===== src/core/iplr_defines.vh =====
// constants for the interrupt priority level register block
`ifndef IPLR_DEFINES_VH
`define IPLR_DEFINES_VH

// bus geometry
`define IPLR_AW 8
`define IPLR_DW 32
`define IPLR_RW 16

// register indices, as printed; the byte address is four times the index
`define IPLR_IDX_ZERO 6'h00
`define IPLR_IDX_FLASH_PORTD 6'h01
`define IPLR_IDX_SERIAL_PORTS 6'h02
`define IPLR_IDX_I2C_ERR_SERIAL 6'h03
`define IPLR_IDX_TIMER_I2C 6'h04

// byte addresses on the bus
`define IPLR_ADDR_ZERO {`IPLR_IDX_ZERO, 2'h0}
`define IPLR_ADDR_FLASH_PORTD {`IPLR_IDX_FLASH_PORTD, 2'h0}
`define IPLR_ADDR_SERIAL_PORTS {`IPLR_IDX_SERIAL_PORTS, 2'h0}
`define IPLR_ADDR_I2C_ERR_SERIAL {`IPLR_IDX_I2C_ERR_SERIAL, 2'h0}
`define IPLR_ADDR_TIMER_I2C {`IPLR_IDX_TIMER_I2C, 2'h0}

// writable bit masks; cleared bits are reserved or outside this block
`define IPLR_MASK_ZERO 16'h000F
`define IPLR_MASK_FLASH_PORTD 16'hC03F
`define IPLR_MASK_SERIAL_PORTS 16'hC3FF
`define IPLR_MASK_I2C_ERR_SERIAL 16'hC03F
`define IPLR_MASK_TIMER_I2C 16'hFFFF

// reset value of every priority register: all sources disabled
`define IPLR_RESET_VAL 16'h0000

// field codes
`define IPLR_FIELD_OFF 2'h0
`define IPLR_FIELD_W 2
`define IPLR_LOWER_BIAS 2'h1

// number of sources and how many of them (the lowest indices) use the upper range
`define IPLR_NUM_SRC 24
`define IPLR_NUM_UPPER 2

`endif


===== src/core/iplr_level_dec.v =====
// one priority field decoder with registered level, enable and gated request
`timescale 1ns/10ps
`default_nettype none
`include "iplr_defines.vh"

module iplr_level_dec #(
	parameter UPPER_RANGE = 0 // 1: codes map to levels 1..3, 0: codes map to levels 0..2
) (
	input wire clk_i,
	input wire nrst_i,
	input wire [`IPLR_FIELD_W-1:0] field_next_i, // value the field takes at this edge
	input wire irq_i, // raw request of the source
	output reg en_o, // field is nonzero
	output reg [`IPLR_FIELD_W-1:0] level_o, // decoded priority level
	output reg req_o // request passed on to arbitration
);

	wire en_next; // any nonzero code enables
	reg [`IPLR_FIELD_W-1:0] level_next; // decoded level

	assign en_next = (field_next_i != `IPLR_FIELD_OFF);

	// decode; a disabled field shows level zero so no stale level lingers
	always @* begin
		if (!en_next) begin
			level_next = `IPLR_FIELD_OFF;
		end else if (UPPER_RANGE != 0) begin
			level_next = field_next_i;
		end else begin
			level_next = field_next_i - `IPLR_LOWER_BIAS;
		end
	end

	// outputs follow the field in the same edge the field is written
	always @(posedge clk_i or negedge nrst_i) begin
		if (!nrst_i) begin
			en_o <= 1'b0;
			level_o <= `IPLR_FIELD_OFF;
			req_o <= 1'b0;
		end else begin
			en_o <= en_next;
			level_o <= level_next;
			req_o <= irq_i & en_next;
		end
	end

endmodule // iplr_level_dec
`default_nettype wire


===== src/core/iplr_regs.v =====
// interrupt priority level registers with apb access and per-source level outputs
`timescale 1ns/10ps
`default_nettype none
`include "iplr_defines.vh"

module iplr_regs (
	input wire clk_i,
	input wire nrst_i,
	input wire psel_i,
	input wire penable_i,
	input wire pwrite_i,
	input wire [`IPLR_AW-1:0] paddr_i,
	input wire [`IPLR_DW-1:0] pwdata_i,
	input wire [`IPLR_NUM_SRC-1:0] src_irq_i, // raw requests, one per source
	output reg [`IPLR_DW-1:0] prdata_o,
	output reg pready_o,
	output reg pslverr_o,
	output wire [`IPLR_NUM_SRC-1:0] src_en_o, // source enabled
	output wire [`IPLR_NUM_SRC*`IPLR_FIELD_W-1:0] src_level_o, // decoded levels
	output wire [`IPLR_NUM_SRC-1:0] src_req_o // gated requests
);

	// stored registers; only writable bits ever hold ones
	reg [`IPLR_RW-1:0] irq_level_reg_zero_reg; // debug fields, low nibble only
	reg [`IPLR_RW-1:0] irq_level_flash_portd_reg; // flash and port d
	reg [`IPLR_RW-1:0] irq_level_serial_ports_reg; // serial and ports a..c
	reg [`IPLR_RW-1:0] irq_level_i2c_err_serial_reg; // i2c error and async serial
	reg [`IPLR_RW-1:0] irq_level_timer_i2c_reg; // timer a and i2c

	// next values
	reg [`IPLR_RW-1:0] irq_level_reg_zero_next;
	reg [`IPLR_RW-1:0] irq_level_flash_portd_next;
	reg [`IPLR_RW-1:0] irq_level_serial_ports_next;
	reg [`IPLR_RW-1:0] irq_level_i2c_err_serial_next;
	reg [`IPLR_RW-1:0] irq_level_timer_i2c_next;

	// bus answer next values
	reg [`IPLR_DW-1:0] prdata_next;
	reg pready_next;
	reg pslverr_next;

	// address decode
	wire setup_phase; // first cycle of a transfer
	wire access_done; // edge at which the transfer completes
	reg addr_hit; // address names one of our registers
	reg [`IPLR_RW-1:0] rd_word; // register addressed, as read

	// named views of the stored fields
	wire [`IPLR_FIELD_W-1:0] debug_breakpoint_level;
	wire [`IPLR_FIELD_W-1:0] debug_step_counter_level;
	wire [`IPLR_FIELD_W-1:0] port_d_pin_level;
	wire [`IPLR_FIELD_W-1:0] flash_buffers_empty_level;
	wire [`IPLR_FIELD_W-1:0] flash_cmd_complete_level;
	wire [`IPLR_FIELD_W-1:0] flash_error_level;
	wire [`IPLR_FIELD_W-1:0] async_serial_tx_empty_level;
	wire [`IPLR_FIELD_W-1:0] sync_serial_tx_empty_level;
	wire [`IPLR_FIELD_W-1:0] sync_serial_rx_full_level;
	wire [`IPLR_FIELD_W-1:0] port_a_pin_level;
	wire [`IPLR_FIELD_W-1:0] port_b_pin_level;
	wire [`IPLR_FIELD_W-1:0] port_c_pin_level;
	wire [`IPLR_FIELD_W-1:0] i2c_error_level;
	wire [`IPLR_FIELD_W-1:0] async_serial_rx_full_level;
	wire [`IPLR_FIELD_W-1:0] async_serial_rx_error_level;
	wire [`IPLR_FIELD_W-1:0] async_serial_tx_idle_level;
	wire [`IPLR_FIELD_W-1:0] timer_a_ch3_level;
	wire [`IPLR_FIELD_W-1:0] timer_a_ch2_level;
	wire [`IPLR_FIELD_W-1:0] timer_a_ch1_level;
	wire [`IPLR_FIELD_W-1:0] timer_a_ch0_level;
	wire [`IPLR_FIELD_W-1:0] i2c_status_level;
	wire [`IPLR_FIELD_W-1:0] i2c_transmit_level;
	wire [`IPLR_FIELD_W-1:0] i2c_receive_level;
	wire [`IPLR_FIELD_W-1:0] i2c_general_call_level;

	// field values as they will be after this edge, in source order
	wire [`IPLR_NUM_SRC*`IPLR_FIELD_W-1:0] field_next_all;

	// register zero holds only the debug fields in this block
	assign debug_breakpoint_level = irq_level_reg_zero_reg[3:2];
	assign debug_step_counter_level = irq_level_reg_zero_reg[1:0];

	// flash and port d register
	assign port_d_pin_level = irq_level_flash_portd_reg[15:14];
	assign flash_buffers_empty_level = irq_level_flash_portd_reg[5:4];
	assign flash_cmd_complete_level = irq_level_flash_portd_reg[3:2];
	assign flash_error_level = irq_level_flash_portd_reg[1:0];

	// serial and port register
	assign async_serial_tx_empty_level = irq_level_serial_ports_reg[15:14];
	assign sync_serial_tx_empty_level = irq_level_serial_ports_reg[9:8];
	assign sync_serial_rx_full_level = irq_level_serial_ports_reg[7:6];
	assign port_a_pin_level = irq_level_serial_ports_reg[5:4];
	assign port_b_pin_level = irq_level_serial_ports_reg[3:2];
	assign port_c_pin_level = irq_level_serial_ports_reg[1:0];

	// i2c error and async serial register
	assign i2c_error_level = irq_level_i2c_err_serial_reg[15:14];
	assign async_serial_rx_full_level = irq_level_i2c_err_serial_reg[5:4];
	assign async_serial_rx_error_level = irq_level_i2c_err_serial_reg[3:2];
	assign async_serial_tx_idle_level = irq_level_i2c_err_serial_reg[1:0];

	// timer and i2c register, fully writable
	assign timer_a_ch3_level = irq_level_timer_i2c_reg[15:14];
	assign timer_a_ch2_level = irq_level_timer_i2c_reg[13:12];
	assign timer_a_ch1_level = irq_level_timer_i2c_reg[11:10];
	assign timer_a_ch0_level = irq_level_timer_i2c_reg[9:8];
	assign i2c_status_level = irq_level_timer_i2c_reg[7:6];
	assign i2c_transmit_level = irq_level_timer_i2c_reg[5:4];
	assign i2c_receive_level = irq_level_timer_i2c_reg[3:2];
	assign i2c_general_call_level = irq_level_timer_i2c_reg[1:0];

	// the slave answers with no wait state; prdata and pready come from flops loaded in the setup cycle
	assign setup_phase = psel_i & ~penable_i;
	assign access_done = psel_i & penable_i & pready_o;

	// address decode and read selection; misaligned or unknown addresses miss
	always @* begin
		addr_hit = 1'b1;
		rd_word = `IPLR_RESET_VAL;
		case (paddr_i)
			`IPLR_ADDR_ZERO: begin
				rd_word = irq_level_reg_zero_reg;
			end
			`IPLR_ADDR_FLASH_PORTD: begin
				rd_word = irq_level_flash_portd_reg;
			end
			`IPLR_ADDR_SERIAL_PORTS: begin
				rd_word = irq_level_serial_ports_reg;
			end
			`IPLR_ADDR_I2C_ERR_SERIAL: begin
				rd_word = irq_level_i2c_err_serial_reg;
			end
			`IPLR_ADDR_TIMER_I2C: begin
				rd_word = irq_level_timer_i2c_reg;
			end
			default: begin
				addr_hit = 1'b0; // unmapped: error answer, read zero
			end
		endcase
	end

	// bus answer, prepared during the setup cycle and shown during the access cycle
	always @* begin
		pready_next = setup_phase;
		pslverr_next = setup_phase & ~addr_hit;
		prdata_next = {`IPLR_DW{1'b0}};
		if (setup_phase && !pwrite_i && addr_hit) begin
			// upper half stays zero: registers are 16 bits wide
			prdata_next = {{(`IPLR_DW-`IPLR_RW){1'b0}}, rd_word};
		end
	end

	// register write: the whole register in one go, reserved bits forced to zero
	always @* begin
		irq_level_reg_zero_next = irq_level_reg_zero_reg;
		irq_level_flash_portd_next = irq_level_flash_portd_reg;
		irq_level_serial_ports_next = irq_level_serial_ports_reg;
		irq_level_i2c_err_serial_next = irq_level_i2c_err_serial_reg;
		irq_level_timer_i2c_next = irq_level_timer_i2c_reg;
		// an erroring transfer writes nothing, so a stray address cannot alias
		if (access_done && pwrite_i && !pslverr_o) begin
			case (paddr_i)
				`IPLR_ADDR_ZERO: begin
					// the other fields of this register live elsewhere
					irq_level_reg_zero_next = pwdata_i[`IPLR_RW-1:0] & `IPLR_MASK_ZERO;
				end
				`IPLR_ADDR_FLASH_PORTD: begin
					irq_level_flash_portd_next = pwdata_i[`IPLR_RW-1:0] & `IPLR_MASK_FLASH_PORTD;
				end
				`IPLR_ADDR_SERIAL_PORTS: begin
					irq_level_serial_ports_next = pwdata_i[`IPLR_RW-1:0] & `IPLR_MASK_SERIAL_PORTS;
				end
				`IPLR_ADDR_I2C_ERR_SERIAL: begin
					irq_level_i2c_err_serial_next = pwdata_i[`IPLR_RW-1:0] & `IPLR_MASK_I2C_ERR_SERIAL;
				end
				`IPLR_ADDR_TIMER_I2C: begin
					irq_level_timer_i2c_next = pwdata_i[`IPLR_RW-1:0] & `IPLR_MASK_TIMER_I2C;
				end
				default: begin
					irq_level_reg_zero_next = irq_level_reg_zero_reg; // nothing to write
				end
			endcase
		end
	end

	// register state; every field starts disabled
	always @(posedge clk_i or negedge nrst_i) begin
		if (!nrst_i) begin
			irq_level_reg_zero_reg <= `IPLR_RESET_VAL;
			irq_level_flash_portd_reg <= `IPLR_RESET_VAL;
			irq_level_serial_ports_reg <= `IPLR_RESET_VAL;
			irq_level_i2c_err_serial_reg <= `IPLR_RESET_VAL;
			irq_level_timer_i2c_reg <= `IPLR_RESET_VAL;
			prdata_o <= {`IPLR_DW{1'b0}};
			pready_o <= 1'b0;
			pslverr_o <= 1'b0;
		end else begin
			irq_level_reg_zero_reg <= irq_level_reg_zero_next;
			irq_level_flash_portd_reg <= irq_level_flash_portd_next;
			irq_level_serial_ports_reg <= irq_level_serial_ports_next;
			irq_level_i2c_err_serial_reg <= irq_level_i2c_err_serial_next;
			irq_level_timer_i2c_reg <= irq_level_timer_i2c_next;
			prdata_o <= prdata_next;
			pready_o <= pready_next;
			pslverr_o <= pslverr_next;
		end
	end

	// source order: the two debug sources first, so they take the upper range
	assign field_next_all = {
		irq_level_timer_i2c_next[15:14], // 23 timer a ch3
		irq_level_timer_i2c_next[13:12], // 22 timer a ch2
		irq_level_timer_i2c_next[11:10], // 21 timer a ch1
		irq_level_timer_i2c_next[9:8], // 20 timer a ch0
		irq_level_timer_i2c_next[7:6], // 19 i2c status
		irq_level_timer_i2c_next[5:4], // 18 i2c transmit
		irq_level_timer_i2c_next[3:2], // 17 i2c receive
		irq_level_timer_i2c_next[1:0], // 16 i2c general call
		irq_level_i2c_err_serial_next[15:14], // 15 i2c error
		irq_level_i2c_err_serial_next[5:4], // 14 async rx full
		irq_level_i2c_err_serial_next[3:2], // 13 async rx error
		irq_level_i2c_err_serial_next[1:0], // 12 async tx idle
		irq_level_serial_ports_next[15:14], // 11 async tx empty
		irq_level_serial_ports_next[9:8], // 10 sync tx empty
		irq_level_serial_ports_next[7:6], // 9 sync rx full
		irq_level_serial_ports_next[5:4], // 8 port a
		irq_level_serial_ports_next[3:2], // 7 port b
		irq_level_serial_ports_next[1:0], // 6 port c
		irq_level_flash_portd_next[15:14], // 5 port d
		irq_level_flash_portd_next[5:4], // 4 flash buffers empty
		irq_level_flash_portd_next[3:2], // 3 flash command complete
		irq_level_flash_portd_next[1:0], // 2 flash error
		irq_level_reg_zero_next[3:2], // 1 debug breakpoint
		irq_level_reg_zero_next[1:0] // 0 debug step counter
	};

	// one decoder per source; fed from next values so outputs track the fields exactly
	genvar gi;
	generate
		for (gi = 0; gi < `IPLR_NUM_SRC; gi = gi + 1) begin : g_src
			iplr_level_dec #(
				.UPPER_RANGE((gi < `IPLR_NUM_UPPER) ? 1 : 0)
			) u_dec (
				.clk_i(clk_i),
				.nrst_i(nrst_i),
				.field_next_i(field_next_all[gi*`IPLR_FIELD_W +: `IPLR_FIELD_W]),
				.irq_i(src_irq_i[gi]),
				.en_o(src_en_o[gi]),
				.level_o(src_level_o[gi*`IPLR_FIELD_W +: `IPLR_FIELD_W]),
				.req_o(src_req_o[gi])
			);
		end
	endgenerate

endmodule // iplr_regs
`default_nettype wire


===== config.mk =====
export PLATFORM = sky130hd
export DESIGN_NAME = iplr_regs
export DESIGN_NICKNAME = d
export VERILOG_FILES = /design/src/core/iplr_level_dec.v /design/src/core/iplr_regs.v
export VERILOG_INCLUDE_DIRS = /design/src /design/src/core
export SDC_FILE = /design/constraint.sdc
export NUM_CORES = 1
export LEC_CHECK = 0
export ABC_AREA = 0
export BUFFER_PORTS_ARGS = -buffer_cell sky130_fd_sc_hd__buf_2
export CAP_MARGIN = 20
export CORE_UTILIZATION = 52
export CTS_CLUSTER_DIAMETER = 100
export CTS_CLUSTER_SIZE = 10
export DETAILED_ROUTE_END_ITERATION = 10
export GPL_ROUTABILITY_DRIVEN = 0
export PLACE_DENSITY_LB_ADDON = 0.2
export SETUP_SLACK_MARGIN = 0.15
export SYNTH_ARGS = -nofsm -noshare
export SYNTH_HDL_FRONTEND = slang
export SYNTH_SLANG_ARGS = --single-unit

===== constraint.sdc =====
create_clock -name clk_i -period 1.95 [get_ports clk_i]
set_clock_uncertainty 0.05 [all_clocks]
set_input_delay 0.0975 -clock clk_i [delete_from_list [all_inputs] [get_ports clk_i]]
set_output_delay 0.0975 -clock clk_i [all_outputs]
set_load 0.03 [all_outputs]

======== After elaboration in Yosys (flattened, before gate mapping) ========
Index checks and enable logic that the tools add are counted.
cells by class
  add/sub/neg operators ................... 22
  equality and inequality tests ........... 4
  multiplexer cells ....................... 37
  bitwise logic cells ..................... 30
  reduce and logical (&&, ||, !) cells .... 32
operator list
  operator               number
  $mux W16               9
  $pmux W16 S5           1
  $mux W2                24
  $reduce_bool A2 Y1     24
  $sub A2 B1 Y2 const B  22
  $and A1 B1 Y1          28
  $eq A8 B4 Y1 const B   2
  $eq A8 B3 Y1 const B   1
  $eq A8 B5 Y1 const B   1
  $logic_not A8 Y1       1
  $mux W4                2
  $reduce_or A5 Y1       1
  $logic_and A1 B1 Y1    4
  $logic_not A1 Y1       2
  $not A1 Y1             2
  $mux W1                1
word-level totals
  register bits after elaboration ......... 178
  bits of input ports ..................... 69
  logic and storage cells ................. 205

======== Logic depth before layout (Yosys ltp) ========
  depth after elaboration ................. 7
  mapped depth ............................ 8
  depth with buffers taken out ............ 4

======== By module ========
Synthesis repeated with hierarchy kept, for this count alone.
second synthesis, totals
  cells, all modules ...................... 405
  area, all modules ....................... 6033.3 um^2
by module, submodules not included
  module                                instances  cells each  area each (um^2)
  iplr_regs                             1          213         2927.8
  iplr_level_dec (g_src[10].u_dec ...)  22         8           130.1
  iplr_level_dec (g_src[0].u_dec ...)   2          8           121.4

======== Least setup slack after synthesis ========
OpenSTA, ideal clock, no wires.
  kind .................................... reg-to-reg
  start ................................... reg pslverr_o
  end ..................................... reg irq_level_serial_ports_reg[0]
  setup time .............................. 125 ps
  data arrival time ....................... 1613 ps
  slack ................................... 162 ps
  cell stages (with the launch flop) ...... 7
  period minus slack after synthesis ...... 1788 ps
  cells stage by stage .................... dfrtp_1 -> nand2b_1 -> nor2b_1 -> and2_4 -> buf_8 -> buf_12 -> mux2_4
on the way
  longest elaborated chain between the ends .. 3
ends and longest elaborated chain
  element                                   RTL line             source
  start: declaration                        iplr_regs.v:17       output reg pslverr_o,
  start signal: assignment                  iplr_regs.v:204      pslverr_o <= pslverr_next;
  $logic_not A1 Y1                          iplr_regs.v:160      if (access_done && pwrite_i && !pslverr_o) begin
  $logic_and A1 B1 Y1                       iplr_regs.v:160
  $mux W16                                  iplr_regs.v:160
  named net g_src[6].u_dec.field_next_i[0]  iplr_level_dec.v:11  input wire [`IPLR_FIELD_W-1:0] field_next_i,
  end signal: assignment                    iplr_regs.v:190      irq_level_serial_ports_reg <= `IPLR_RESET_VAL;
  end signal: assignment                    iplr_regs.v:199      irq_level_serial_ports_reg <= irq_level_serial_ports_next;
  end: declaration                          iplr_regs.v:26       reg [`IPLR_RW-1:0] irq_level_serial_ports_reg;
The timed path passes the listed nets, and every way through them passes these cells.

======== Worst setup path in the final report ========
  start ................................... in psel_i
  end ..................................... reg g_src[12].u_dec.level_o[1]
on the way
  longest elaborated chain between the ends .. 7
ends and longest elaborated chain
  element                                                               RTL line             source
  start: declaration                                                    iplr_regs.v:9        input wire psel_i,
  $and A1 B1 Y1 * (2 in series)                                         iplr_regs.v:113      assign access_done = psel_i & penable_i & pready_o;
  $logic_and A1 B1 Y1 * (2 in series)                                   iplr_regs.v:160
  $mux W16 *                                                            iplr_regs.v:160
  $sub A2 B1 Y2 (no line) / $reduce_bool A2 Y1 (equally long branches)  -
  $mux W2 *                                                             iplr_level_dec.v:25  if (!en_next) begin
  named net g_src[12].u_dec.level_next[1]                               iplr_level_dec.v:19  reg [`IPLR_FIELD_W-1:0] level_next;
  end signal: assignment                                                iplr_level_dec.v:38  level_o <= `IPLR_FIELD_OFF;
  end signal: assignment                                                iplr_level_dec.v:42  level_o <= level_next;
  end: declaration                                                      iplr_level_dec.v:14  output reg [`IPLR_FIELD_W-1:0] level_o,
The timed path passes the listed nets; every way through them passes the cells marked *.

==> impl_metrics.py <==
metrics = {
    "cells_and_area": {
        "fill_cells": 1051,
        "mostFrequentLayoutCells": "sky130_fd_sc_hd__buf_2 (165), sky130_fd_sc_hd__dfrtp_1 (162), sky130_fd_sc_hd__mux2_2 (56)",
        "diodes": 0,
        "fin_cells": 937,
        "fin_nets": 817,
        "drive_gt1_share_pct": 38.2,
        "reg.largest.list": "g_src.u_dec.level_o (48), g_src.u_dec.en_o (24), g_src.u_dec.req_o (24)",
        "largest_register_ff_count": 48,
        "regMostFlops": "g_src.u_dec.level_o",
        "layout.cells.most_common": "sky130_fd_sc_hd__buf_2",
        "synthesis_to_layout_area_growth_pct": 23.5,
    },
    "placement": {
        "placed_instances": 862,
        "io_buffers": 166,
        "place_hpwl_um": 10900,
    },
    "logic_synthesis": {
        "number_of_flops_mapped_to_enable_cells_by_yosys": 0,
        "synth-seq-area-share_pct": 57.1,
        "post_synth_num_cell_types": 40,
        "netlist_area_sq_um": 7110,
        "synthesis.yosys.warnings": 0,
        "ys_seq_elements": 162,
        "yosys_most_used_dff": "sky130_fd_sc_hd__dfrtp_1",
        "postSynthAreaPerCell_sq_um": 12.4,
        "syn-instance-count": 573,
        "ys_async_sr_fraction_pct": 100,
    },
    "worst_setup_path": {
        "worstPathArrival_ns": 1.97,
        "cp_slowest_stage_delay_ns": 0.52,
        "crit_path_top_delay_cell": "sky130_fd_sc_hd__dlygate4sd3_1",
        "dominant_delay_contributor_by_cell_family_on_the_critical_path": "buffers and inverters",
        "cp.buffers_inverters": 3,
        "worstSetupEndpointType": "flip-flop",
        "classification_of_the_worst_setup_path": "input pin to flip-flop",
        "cp_max_fo": 8,
        "cells_along_the_critical_path": "dlygate4sd3_1 > buf_2 > and3_1 > nor2b_4 > buf_4 > nand3_1 > o21ai_0",
        "startpoint_type": "input pin",
        "critical_path_required_ns": 2.22,
    },
    "global_route": {
        "global_route.usage.total_pct": 24.2,
        "grt_pass1_wl_um": 25900,
        "grt_antenna_before_repair": 1,
        "grt_start_max_net_pins": 60,
        "via_count_of_the_first_global_routing_pass": 5010,
        "grt_overflow_total": 0,
    },
    "power_and_ir_drop": {
        "total_power_mw": 6.86,
        "proportion_of_power_drawn_by_combinational_gates_pct": 5.7,
        "p_clk_share_pct": 44.9,
        "pwr-share-seq_pct": 49.3,
        "power_switching_share_pct": 22.3,
        "netSwitchingPower_mw": 1.53,
        "power.static_leakage_nw": 4.68,
        "ir_worst_vdd_mv": 0.479,
        "cell_internal_pwr_mw": 5.33,
        "power-per-cell-area_nw_per_um2": 782,
    },
    "timing": {
        "fin_crit_sh_pct": 87.1,
        "fmax_mhz": 589,
        "final_setup_violations": 0,
        "unrepaired_setup_endpoints_after_global_routing": "false",
        "fin_tns_setup_ns": 0,
        "worst_pin_slew_ns": 0.586,
        "finalHoldViolations": 0,
        "final-max-slew-violation-count": 0,
        "slew_headroom_pct": 60.9,
        "post-route-min-period_ns": 1.70,
    },
    "clock_tree": {
        "path_clk_slew_ns": 0.06,
        "tritoncts_clock_tree": "done",
        "clock_sinks": 162,
        "cts_buffers": 17,
        "cts.root.buffer_cell": "sky130_fd_sc_hd__clkbuf_16",
        "clock_insertion_delay_worst_skew_ns": 0.42,
        "cts_htree_levels": 4,
        "clock_path_buffers": 2,
    },
    "floorplan": {
        "core_area_sq_um": 13300,
        "initial_utilization_pct": 53.4,
        "ios": 199,
        "rows": 42,
        "fp.dieArea_sq_um": 14100,
        "fp.dieH_um": 119,
        "die_outline_width_um": 119,
    },
    "routing": {
        "wl_per_cell_um": 17.1,
        "dr_total_vias": 4924,
        "drt-initial-drc-count": 250,
        "detailedRoute.firstPassIterationCount": 4,
        "route.detailed.drc": 0,
        "detail_route.wirelength_um": 16000,
        "residual_antenna_violating_net_count_after_detailed_routing": 0,
        "via_per_inst": 5.26,
    },
    "outcome": {
        "status": "finished clean",
    },
    "hold_path": {
        "hold_path_class": "input pin to flip-flop",
    },
    "flow_run": {
        "cap_viol_max_count": 0,
    },
}
==> power by group through the flow <==
stage	Sequential (mW)	Combinational (mW)	Clock, mW
after global placement	3.44	0.317	0
after CTS	3.38	0.392	3.15
final	3.38	0.393	3.08
after global routing	3.38	0.433	3.27
after floorplan	3.45	0.155	0
after detailed placement	3.44	0.324	0
==> stage by stage <==
step	setup slack (ns)	area [sq um]	hold WS [ns]	util [%]
floorplan	0.162	7160	-0.248	-
global placement	0.174	7780	0.0602	58.6
detailed placement	0.0647	7780	0.0651	58.6
CTS	0.165	8770	0.00200	65.9
global route	0.193	8780	0.0214	66.0
finish	0.252	8780	0.0271	66.0
==> synth_stat cells, types with 6 or more instances <==
| cell | number | area (sq um) |
|---|---|---|
| sky130_fd_sc_hd__a21oi_1 | 7 | 35.0 |
| sky130_fd_sc_hd__a22oi_1 | 12 | 90.1 |
| sky130_fd_sc_hd__and2_1 | 15 | 93.8 |
| sky130_fd_sc_hd__and3_1 | 8 | 50.1 |
| sky130_fd_sc_hd__buf_2 | 9 | 45.0 |
| sky130_fd_sc_hd__buf_4 | 65 | 488 |
| sky130_fd_sc_hd__buf_6 | 6 | 67.6 |
| sky130_fd_sc_hd__dfrtp_1 | 162 | 4050 |
| sky130_fd_sc_hd__mux2_2 | 56 | 631 |
| sky130_fd_sc_hd__mux2_4 | 6 | 90.1 |
| sky130_fd_sc_hd__mux2i_1 | 28 | 280 |
| sky130_fd_sc_hd__nand2_1 | 24 | 90.1 |
| sky130_fd_sc_hd__nand2b_1 | 16 | 100 |
| sky130_fd_sc_hd__nand3_1 | 25 | 125 |
| sky130_fd_sc_hd__nand3b_1 | 17 | 128 |
| sky130_fd_sc_hd__nor2_1 | 28 | 105 |
| sky130_fd_sc_hd__o21ai_0 | 37 | 185 |
| sky130_fd_sc_hd__o311a_1 | 10 | 100 |
| sky130_fd_sc_hd__o31a_1 | 10 | 87.6 |
==> cells by family (layout without fill, tap and decap cells) <==
logic type / count (synthesis) / in the layout / synth area share, %
flip-flops: 162 / 162 / 57.1
AO/OA/AOI/OAI: 77 / 77 / 7.13
AND/OR/NAND/NOR: 149 / 149 / 11.9
multiplexers: 92 / 92 / 14.4
buffers and inverters: 92 / 265 / 9.47
other: 1 / 16 / 0.0528
==> metal layers <==
metal	share of wire, %	vias up	track usage [%]
met2	48	168	38.7
li1	-	2281	-
met4	2.1	0	9.97
met3	6.6	26	6.23
met5	0	-	0
met1	43	2449	31.6
==> layout make-up <==
class	instances	area [sq um]	share of cell area, %
sequential	162	4050	46.2
multi-input combinational	334	2450	27.9
timing repair buffer	232	1500	17.1
clock buffer	21	460	5.25
tap	176	220	2.51
clock inverter	11	87.6	0.998
inverter	1	3.75	0.0428
==> worst paths after layout <==
kind	start	cells after the start	slack [ns]	to
worst min register to register	irq_level_timer_i2c_reg[10]$_DFF_PN0_	2	0.52	g_src[21].u_dec.level_o[1]$_DFF_PN0_
worst max register to register	pslverr_o$_DFF_PN0_	5	0.27	g_src[12].u_dec.level_o[1]$_DFF_PN0_
worst min-delay path	pwdata_i[2]	2	0.03	irq_level_serial_ports_reg[2]$_DFF_PN0_
worst max-delay path	psel_i	7	0.25	g_src[12].u_dec.level_o[1]$_DFF_PN0_
max in group asynchronous	nrst_i	3	1.03	g_src[22].u_dec.level_o[1]$_DFF_PN0_
min in group asynchronous	nrst_i	2	0.17	g_src[8].u_dec.level_o[0]$_DFF_PN0_
==> timing repair <==
action	in CTS	in global routing
hold buffers	43	0
gates resized for setup	1	3
setup buffers	0	0
endpoints found under the setup margin	41	35
hold endpoints to repair	127	0
gates cloned	0	0
(Power assumes the default switching activity.)
